$ cat src/shared/tmrie_pkg.sv
// Package with the register map, field positions and carriers of the timer event-request block.
package tmrie_pkg;
   // Register byte offsets on the APB bus.
   localparam logic [7:0] CTRL_OFF = 8'h00;
   localparam logic [7:0] ENABLE_OFF = 8'h0C;
   localparam logic [7:0] FLAGS_OFF = 8'h10;
   localparam logic [7:0] EVGEN_OFF = 8'h14;
   // Reset values of the software registers.
   localparam logic [15:0] ENABLE_RST = 16'h0000;
   localparam logic [15:0] FLAGS_RST = 16'h0000;
   localparam logic [1:0] CTRL_RST = 2'h0;
   // Enable register field positions.
   localparam int UPD_IRQ_BIT = 0;
   localparam int CHAN_IRQ_LSB = 1;
   localparam int TRG_IRQ_BIT = 6;
   localparam int UPD_DMA_BIT = 8;
   localparam int CHAN_DMA_LSB = 9;
   localparam int TRG_DMA_BIT = 14;
   // Writable bits of the enable register; reserved bits stay zero.
   localparam logic [15:0] ENABLE_MASK = 16'h5F5F;
   // Flag register field positions.
   localparam int UPD_FLAG_BIT = 0;
   localparam int CHAN_FLAG_LSB = 1;
   // Control register field positions.
   localparam int UPD_DIS_BIT = 0;
   localparam int UPD_SRC_BIT = 1;
   // Event-generate register field position.
   localparam int UPD_GEN_BIT = 0;
   // Number of capture/compare channels.
   localparam int NUM_CHAN = 4;
   // Events arriving from the timer core, one-cycle pulses except the levels trigger_flag, chan_is_input and count_down.
   typedef struct packed {
      logic rep_overflow;
      logic trigger_reinit;
      logic trigger_event;
      logic trigger_flag;
      logic [NUM_CHAN-1:0] chan_match;
      logic [NUM_CHAN-1:0] chan_capture;
      logic [NUM_CHAN-1:0] chan_is_input;
      logic [NUM_CHAN-1:0] capture_read;
      logic count_down;
   } tmrie_core_evt_s;
   // DMA request pulses towards the DMA controller.
   typedef struct packed {
      logic update;
      logic [NUM_CHAN-1:0] chan;
      logic trigger;
   } tmrie_dma_req_s;
endpackage

$ cat src/hw/tmrie_event_ctrl.sv
// Interrupt and DMA request logic with enable and flag registers for a general-purpose timer.
//
// The APB slave port was left to the implementer.
`timescale 1ns/1ns
module tmrie_event_ctrl #(
   parameter int CNT_W = 16
) (
   // Clock and reset.
   input wire logic pclk,
   input wire logic presetn,
   // APB slave port.
   input wire logic psel,
   input wire logic penable,
   input wire logic pwrite,
   input wire logic [7:0] paddr,
   input wire logic [31:0] pwdata,
   input wire logic [3:0] pstrb,
   output logic [31:0] prdata,
   output logic pready,
   output logic pslverr,
   // Timer core side.
   input wire tmrie_pkg::tmrie_core_evt_s core_evt,
   input wire logic [CNT_W-1:0] auto_reload_value,
   output logic prescaler_clear,
   output logic counter_reinit,
   output logic [CNT_W-1:0] counter_reinit_value,
   output logic update_disable,
   output logic update_source_select,
   // Interrupt controller and DMA controller side.
   output logic irq,
   output tmrie_pkg::tmrie_dma_req_s dma_req
);

   // The counter width must hold the reload value and be sane.
   if (CNT_W < 1 || CNT_W > 32)
   begin : g_bad_width
      $error("CNT_W must lie between 1 and 32.");
   end

   // Software registers.
   logic [15:0] enable_r;
   logic [15:0] flags_r;
   logic [15:0] flags_nxt;
   logic [1:0] ctrl_r;
   // Registered bus answer.
   logic [31:0] prdata_r;
   logic pslverr_r;
   // Registered outputs to the core and DMA controller.
   logic prescaler_clear_r;
   logic counter_reinit_r;
   logic [CNT_W-1:0] counter_reinit_value_r;
   logic irq_r;
   tmrie_pkg::tmrie_dma_req_s dma_req_r;
   // Decoded bus strobes.
   logic setup_phase;
   logic wr_access;
   // Combinational event terms.
   logic gen_update;
   logic update_evt;
   logic [tmrie_pkg::NUM_CHAN-1:0] chan_evt;
   logic [15:0] irq_terms;

   // True when the byte address hits one of the mapped registers.
   function automatic logic addr_mapped(input logic [7:0] a);
      begin
         addr_mapped = (a == tmrie_pkg::CTRL_OFF) || (a == tmrie_pkg::ENABLE_OFF) ||
                       (a == tmrie_pkg::FLAGS_OFF) || (a == tmrie_pkg::EVGEN_OFF);
      end
   endfunction

   // Merges write data into a register honouring the byte strobes of the low half.
   function automatic logic [15:0] strobe_merge(input logic [15:0] old_v,
                                                input logic [31:0] wd,
                                                input logic [3:0] st);
      begin
         strobe_merge = old_v;
         if (st[0])
         begin
            strobe_merge[7:0] = wd[7:0];
         end
         if (st[1])
         begin
            strobe_merge[15:8] = wd[15:8];
         end
      end
   endfunction

   // The setup phase captures the read answer; the access phase completes the transfer.
   assign setup_phase = psel && !penable;
   assign wr_access = psel && penable && pwrite;

   // Every transfer takes exactly one wait-free access phase after setup.
   assign pready = penable;
   assign prdata = prdata_r;
   assign pslverr = pslverr_r;

   // Control bits that steer update generation.
   assign update_disable = ctrl_r[tmrie_pkg::UPD_DIS_BIT];
   assign update_source_select = ctrl_r[tmrie_pkg::UPD_SRC_BIT];

   // Software update generate: a write of one to the generate bit, byte lane zero.
   assign gen_update = wr_access && (paddr == tmrie_pkg::EVGEN_OFF) && pstrb[0] &&
                       pwdata[tmrie_pkg::UPD_GEN_BIT];

   // Update event sources, all suppressed while update generation is disabled.
   always_comb
   begin
      update_evt = 1'b0;
      if (!update_disable)
      begin
         // Repetition counter wrap reloads the counter.
         if (core_evt.rep_overflow)
         begin
            update_evt = 1'b1;
         end
         // Software and trigger reinitialisation count only with source select zero.
         if (!update_source_select && gen_update)
         begin
            update_evt = 1'b1;
         end
         if (!update_source_select && core_evt.trigger_reinit)
         begin
            update_evt = 1'b1;
         end
      end
   end

   // Each channel flags a match in output mode and a capture in input mode.
   always_comb
   begin
      for (int i = 0; i < tmrie_pkg::NUM_CHAN; i++)
      begin
         if (core_evt.chan_is_input[i])
         begin
            chan_evt[i] = core_evt.chan_capture[i];
         end
         else
         begin
            chan_evt[i] = core_evt.chan_match[i];
         end
      end
   end

   // Control register: update disable and update source select.
   always_ff @(posedge pclk or negedge presetn)
   begin
      if (!presetn)
      begin
         ctrl_r <= tmrie_pkg::CTRL_RST;
      end
      else if (wr_access && (paddr == tmrie_pkg::CTRL_OFF) && pstrb[0])
      begin
         ctrl_r <= pwdata[1:0];
      end
   end

   // Enable register: interrupt and DMA enables, reserved bits held at zero.
   always_ff @(posedge pclk or negedge presetn)
   begin
      if (!presetn)
      begin
         enable_r <= tmrie_pkg::ENABLE_RST;
      end
      else if (wr_access && (paddr == tmrie_pkg::ENABLE_OFF))
      begin
         enable_r <= strobe_merge(enable_r, pwdata, pstrb) & tmrie_pkg::ENABLE_MASK;
      end
   end

   // Next flag value: software clears by writing zero, hardware sets win.
   always_comb
   begin
      flags_nxt = flags_r;
      // A zero written on an enabled lane clears; a one leaves the bit alone.
      if (wr_access && (paddr == tmrie_pkg::FLAGS_OFF) && pstrb[0])
      begin
         flags_nxt = flags_r & {8'h00, pwdata[7:0]};
      end
      // Reading a capture register clears that channel's flag too.
      for (int i = 0; i < tmrie_pkg::NUM_CHAN; i++)
      begin
         if (core_evt.capture_read[i])
         begin
            flags_nxt[tmrie_pkg::CHAN_FLAG_LSB+i] = 1'b0;
         end
      end
      // Sets are applied last so an event in the clearing cycle is kept.
      if (update_evt)
      begin
         flags_nxt[tmrie_pkg::UPD_FLAG_BIT] = 1'b1;
      end
      for (int i = 0; i < tmrie_pkg::NUM_CHAN; i++)
      begin
         if (chan_evt[i])
         begin
            flags_nxt[tmrie_pkg::CHAN_FLAG_LSB+i] = 1'b1;
         end
      end
      // Only the update and channel flags live here; the rest read as zero.
      flags_nxt[15:5] = 11'h000;
   end

   // Flag register storage.
   always_ff @(posedge pclk or negedge presetn)
   begin
      if (!presetn)
      begin
         flags_r <= tmrie_pkg::FLAGS_RST;
      end
      else
      begin
         flags_r <= flags_nxt;
      end
   end

   // Read answer and error are prepared during setup so that data comes from flip-flops.
   always_ff @(posedge pclk or negedge presetn)
   begin
      if (!presetn)
      begin
         prdata_r <= 32'h0000_0000;
         pslverr_r <= 1'b0;
      end
      else if (setup_phase)
      begin
         pslverr_r <= !addr_mapped(paddr);
         prdata_r <= 32'h0000_0000;
         if (!pwrite)
         begin
            // The event-generate register is write-only and reads as zero.
            case (paddr)
               tmrie_pkg::CTRL_OFF: prdata_r <= {30'h0000_0000, ctrl_r};
               tmrie_pkg::ENABLE_OFF: prdata_r <= {16'h0000, enable_r};
               tmrie_pkg::FLAGS_OFF: prdata_r <= {16'h0000, flags_r};
               default: prdata_r <= 32'h0000_0000;
            endcase
         end
      end
   end

   // Interrupt terms: each flag paired with its enable bit.
   always_comb
   begin
      irq_terms = 16'h0000;
      irq_terms[tmrie_pkg::UPD_IRQ_BIT] = flags_r[tmrie_pkg::UPD_FLAG_BIT] &&
                                         enable_r[tmrie_pkg::UPD_IRQ_BIT];
      for (int i = 0; i < tmrie_pkg::NUM_CHAN; i++)
      begin
         irq_terms[tmrie_pkg::CHAN_IRQ_LSB+i] = flags_r[tmrie_pkg::CHAN_FLAG_LSB+i] &&
                                               enable_r[tmrie_pkg::CHAN_IRQ_LSB+i];
      end
      // The trigger flag is held by the core; it arrives here as a level.
      irq_terms[tmrie_pkg::TRG_IRQ_BIT] = core_evt.trigger_flag &&
                                         enable_r[tmrie_pkg::TRG_IRQ_BIT];
   end

   // Level interrupt, registered so the output is glitch free; costs one cycle of delay.
   always_ff @(posedge pclk or negedge presetn)
   begin
      if (!presetn)
      begin
         irq_r <= 1'b0;
      end
      else
      begin
         irq_r <= |irq_terms;
      end
   end
   assign irq = irq_r;

   // DMA requests: one registered pulse per enabled event.
   always_ff @(posedge pclk or negedge presetn)
   begin
      if (!presetn)
      begin
         dma_req_r <= '0;
      end
      else
      begin
         dma_req_r.update <= update_evt && enable_r[tmrie_pkg::UPD_DMA_BIT];
         for (int i = 0; i < tmrie_pkg::NUM_CHAN; i++)
         begin
            dma_req_r.chan[i] <= chan_evt[i] &&
                                 enable_r[tmrie_pkg::CHAN_DMA_LSB+i];
         end
         dma_req_r.trigger <= core_evt.trigger_event &&
                              enable_r[tmrie_pkg::TRG_DMA_BIT];
      end
   end
   assign dma_req = dma_req_r;

   // Software generate reinitialises the counter and clears the prescaler counter, but only while update disable is clear.
   // The prescale factor itself lives in the core and is untouched.
   always_ff @(posedge pclk or negedge presetn)
   begin
      if (!presetn)
      begin
         prescaler_clear_r <= 1'b0;
         counter_reinit_r <= 1'b0;
         counter_reinit_value_r <= '0;
      end
      else
      begin
         prescaler_clear_r <= gen_update && !update_disable;
         counter_reinit_r <= gen_update && !update_disable;
         if (gen_update)
         begin
            // Down counting restarts from the reload value, otherwise from zero.
            if (core_evt.count_down)
            begin
               counter_reinit_value_r <= auto_reload_value;
            end
            else
            begin
               counter_reinit_value_r <= '0;
            end
         end
      end
   end
   assign prescaler_clear = prescaler_clear_r;
   assign counter_reinit = counter_reinit_r;
   assign counter_reinit_value = counter_reinit_value_r;

endmodule

$ cat config.mk
export PLATFORM = sky130hd
export DESIGN_NAME = tmrie_event_ctrl
export DESIGN_NICKNAME = d
export VERILOG_FILES = /design/src/shared/tmrie_pkg.sv /design/src/hw/tmrie_event_ctrl.sv
export SDC_FILE = /design/constraint.sdc
export NUM_CORES = 1
export LEC_CHECK = 0
export CAP_MARGIN = 20
export CORE_MARGIN = 4
export CORE_UTILIZATION = 40
export CTS_CLUSTER_DIAMETER = 40
export DETAILED_ROUTE_END_ITERATION = 16
export DONT_BUFFER_PORTS = 1
export GPL_TIMING_DRIVEN = 0
export PLACE_DENSITY = 0.61
export SLEW_MARGIN = 20
export SYNTH_ARGS = -nofsm -noshare
export SYNTH_HDL_FRONTEND = slang
export SYNTH_SLANG_ARGS = --single-unit
$ cat constraint.sdc
create_clock -name pclk -period 1.6 [get_ports pclk]
set_clock_uncertainty 0.2 [all_clocks]
set_input_delay 0.08 -clock pclk [delete_from_list [all_inputs] [get_ports pclk]]
set_output_delay 0.08 -clock pclk [all_outputs]
set_load 0.01 [all_outputs]
==> results.tsv <==
stage	metric	value	unit
cts	CTS clk-pin slew, worst paths	0.11	ns
final_layout	cell area after layout	3376	um2
floorplan	die area	7692	um2
critical_path	Setup CP Type	in -> reg	
timing	actual transition at the worst max-transition pin	0.4991	ns
final_layout	Antenna diodes	0	
timing	share of the cycle needed by the critical path after routing	99.07	%
cts	buffer depth of the longest clock path	2	
critical_path	register-to-register path setup slack	0.29	ns
timing	clock period minus worst slack	1.585	ns
hold_path	path class of the lowest-slack min-delay path	in -> async	
drt	DRC marker count from the first detailed-route iteration	57	
grt	antenna violations before repair	0	
final_layout	post-layout net count	405	
drt	via count	1936	
drt	number of nets with antenna violations after routing	0	
status	violations in the final reports	hold timing	
logic_synthesis	sequential area share after synthesis	55.15	%
drt	DRT Pass-1 Iters	4	
timing	worst hold margin	-0.7453	ns
timing	RSZ-0062 raised after global routing	yes	
placed_design	sum of net half-perimeters after detailed placement	4.421	mm
floorplan	Floorplan Core Area	6026	um2
power_and_ir_drop	Cell Pwr Density	735.1	nW/um2
power_and_ir_drop	post-layout total power	0.002481	W
cts	worst skew pair latency	0.31	ns
power_and_ir_drop	leakage power of the design	1.567	nW
placed_design	number of placed instances, taps included	333	
final_layout	final standard cell count with taps included and fillers excluded	395	
floorplan	IO Pins	147	
timing	relative max-transition margin	66.47	%
cts	cell chosen for the clock root	sky130_fd_sc_hd__clkbuf_8	
grt	via count of the first global-routing pass	2017	
logic_synthesis	total of flip-flops plus latches after synthesis	56	
drt	number of design rule violations left after detail routing	0	
floorplan	std cell rows	28	
timing	final number of setup-violating endpoints	0	
timing	worst setup slack after layout	0.01480	ns
grt	Remaining Overflow, GRT	0	
cts	total clock sinks	56	
floorplan	Initial Util	42.17	%
floorplan	Die Y-Extent	87.71	um
placed_design	Final GP Congestion	0.7177	
critical_path	sort of element at the start of the critical path	input pin	
placed_design	placed cell area	2730	um2
timing	Final Max Slew Viols	0	
critical_path	endpoint of the most critical register-to-register path	prdata[0]$_DFFE_PN0P_	
logic_synthesis	gate count after technology mapping	239	
final_layout	utilization of the core after routing	56.02	%
final_layout	Area growth, synth to finish	32.84	%
drt	routed wire length per instance	16.25	um
critical_path	CP Data Required Time	1.64	ns
grt	maximum number of pins on one net before global-route repair	57	
critical_path	depth of the most critical reg-to-reg path	4	
critical_path	Worst EP arrival	1.63	ns
timing	final hold violations	70	
final_layout	layout cell share with drive strength beyond 1	17.19	%
floorplan	width of the chip	87.71	um
timing	upper clock frequency limit	0.6308	GHz
cts	number of buffers created by CTS	5	
critical_path	kind of end point of the critical path	flop	
power_and_ir_drop	peak supply drop	0.6163	mV
cts	H-tree levels	2	
run	max-capacitance violation count	0	
drt	Routed WL	6.419	mm
status	result of the run	finished, violations left	
grt	wire length of the first global-routing pass	9.880	mm
logic_synthesis	Yosys warning count	0	
logic_synthesis	number of distinct library cells after synthesis	33	
placed_design	worst setup slack before clock tree synthesis	-0.5544	ns
cts	TritonCTS clock tree	built	
final_layout	leading cell type in the layout, fill and taps excluded	sky130_fd_sc_hd__dfrtp_1	
grt	global-route usage over all layers	16.45	%
logic_synthesis	Mapped Area	2541	um2
logic_synthesis	mean instance size in the synthesized netlist	10.63	um2
critical_path	Critical Path Fanout Max	5	
placed_design	count of port buffers added during placement	0	
drt	Via-to-Cell Ratio	4.901	
critical_path	worst reg2reg startpoint	ctrl_r[0]$_DFFE_PN0P_	
final_layout	top library cells by usage in the layout, fill and taps aside	56 x sky130_fd_sc_hd__dfrtp_1, 54 x sky130_fd_sc_hd__dlygate4sd3_1, 46 x sky130_fd_sc_hd__nand2_1	
-- cells in the mapped netlist (all sizes together) --
library cell  instances  area [um2]
nand3                 1       5.000
nor2                  5       21.27
a221o                 1       10.01
dfrtp                56        1401
or3                   2       12.51
a21oi                 1       5.000
inv                   2       7.510
nor4                  4       31.28
mux2i                 5       50.05
conb                  1       3.750
a22o                  8       70.07
nand2b                2       12.51
nor4bb                1       10.01
or4                   4       33.78
or4b                  1       13.76
mux2                 14       157.7
nor2b                 8       50.05
and2                  2       12.51
xnor2                 1       8.760
or4bb                 1       11.26
nand2                46       172.7
a22oi                 7       52.55
o21ai                28       140.1
clkbuf                7       26.28
nand4                 2       12.51
buf                  25       188.9
nor3                  4       20.02
-- flip-flops by register name, indices dropped and copies added, names as in the netlist --
name	count
counter_reinit_value	16
enable_r	12
prdata	12
dma_req	6
flags_r	5
ctrl_r	2
counter_reinit	1
irq	1
pslverr	1
-- layout make-up --
cell class                      count  area (um2)
Timing Repair Buffer               57       563.0
Tap cell                           75       93.84
Buffer                             29       216.5
Clock inverter                      2       16.27
Fill cell                         538        2650
Multi-Input combinational cell    168        1005
Sequential cell                    56        1401
Inverter                            2       7.507
Clock buffer                        6       72.57
-- how the worst max path moves through the flow --
stage	from	to	slack, ns
after global routing	paddr[4]	dma_req[5]$_DFF_PN0_	-0.007
after detailed placement	paddr[5]	enable_r[8]$_DFFE_PN0P_	-0.55
after floorplan	paddr[4]	dma_req[5]$_DFF_PN0_	-0.33
after global placement	paddr[5]	enable_r[12]$_DFFE_PN0P_	-0.57
after CTS	paddr[6]	dma_req[5]$_DFF_PN0_	-0.0008
final	paddr[6]	dma_req[5]$_DFF_PN0_	0.01
-- routing by layer --
layer	global-route usage, %	part of all wire [%]	vias to the layer above
met5	0	0	-
met4	4.324	0.90	0
met3	5.268	10	6
met2	28.84	50	83
met1	19.44	38	905
li1	-	-	942
-- critical path, cell delays in order --
cell                      delay (ns)
sky130_fd_sc_hd__or4b_4         0.56
sky130_fd_sc_hd__or4_4          0.53
sky130_fd_sc_hd__a221o_1        0.38
sky130_fd_sc_hd__nor2_2         0.08
-- power breakdown --
group | internal [W] | switching, W | total [W]
registers | 0.00143 | 0.0000173 | 0.00145
logic | 0.000165 | 0.000102 | 0.000266
clock network | 0.000313 | 0.000453 | 0.000766
total | 0.00191 | 0.000572 | 0.00248
-- timing repair --
action / CTS / global route
endpoints found under the setup margin: 18 / 19
endpoints found under the hold margin: 109 / 69
setup buffers: 3 / 0
resized for setup: 3 / 2
hold buffers: 53 / 1
pin swaps: 5 / 3
-- kinds of logic (layout without fill, tap and decap cells) --
| kind of cell | Yosys count | in the layout | share of synthesized area (%) |
|---|---|---|---|
| DFF | 56 | 56 | 55.15 |
| xor gates and xnor gates | 1 | 1 | 0.3447 |
| muxes | 19 | 19 | 8.173 |
| and+or+nand+nor | 83 | 83 | 16.49 |
| buffers and inverters | 34 | 96 | 8.764 |
| AOI/OAI and AO/OA | 45 | 45 | 10.93 |
| other | 1 | 20 | 0.1476 |
-- stage by stage --
step / hold slack, ns / TNS [ns]
final: -0.7453 / 0
after global routing: -0.7688 / -0.007125
after CTS: -0.7601 / -0.0008423
after detailed placement: -0.4143 / -13.68
after global placement: -0.4142 / -13.39
after floorplan: -0.4156 / -5.668
Note: power is estimated with default switching activity, not from simulation.
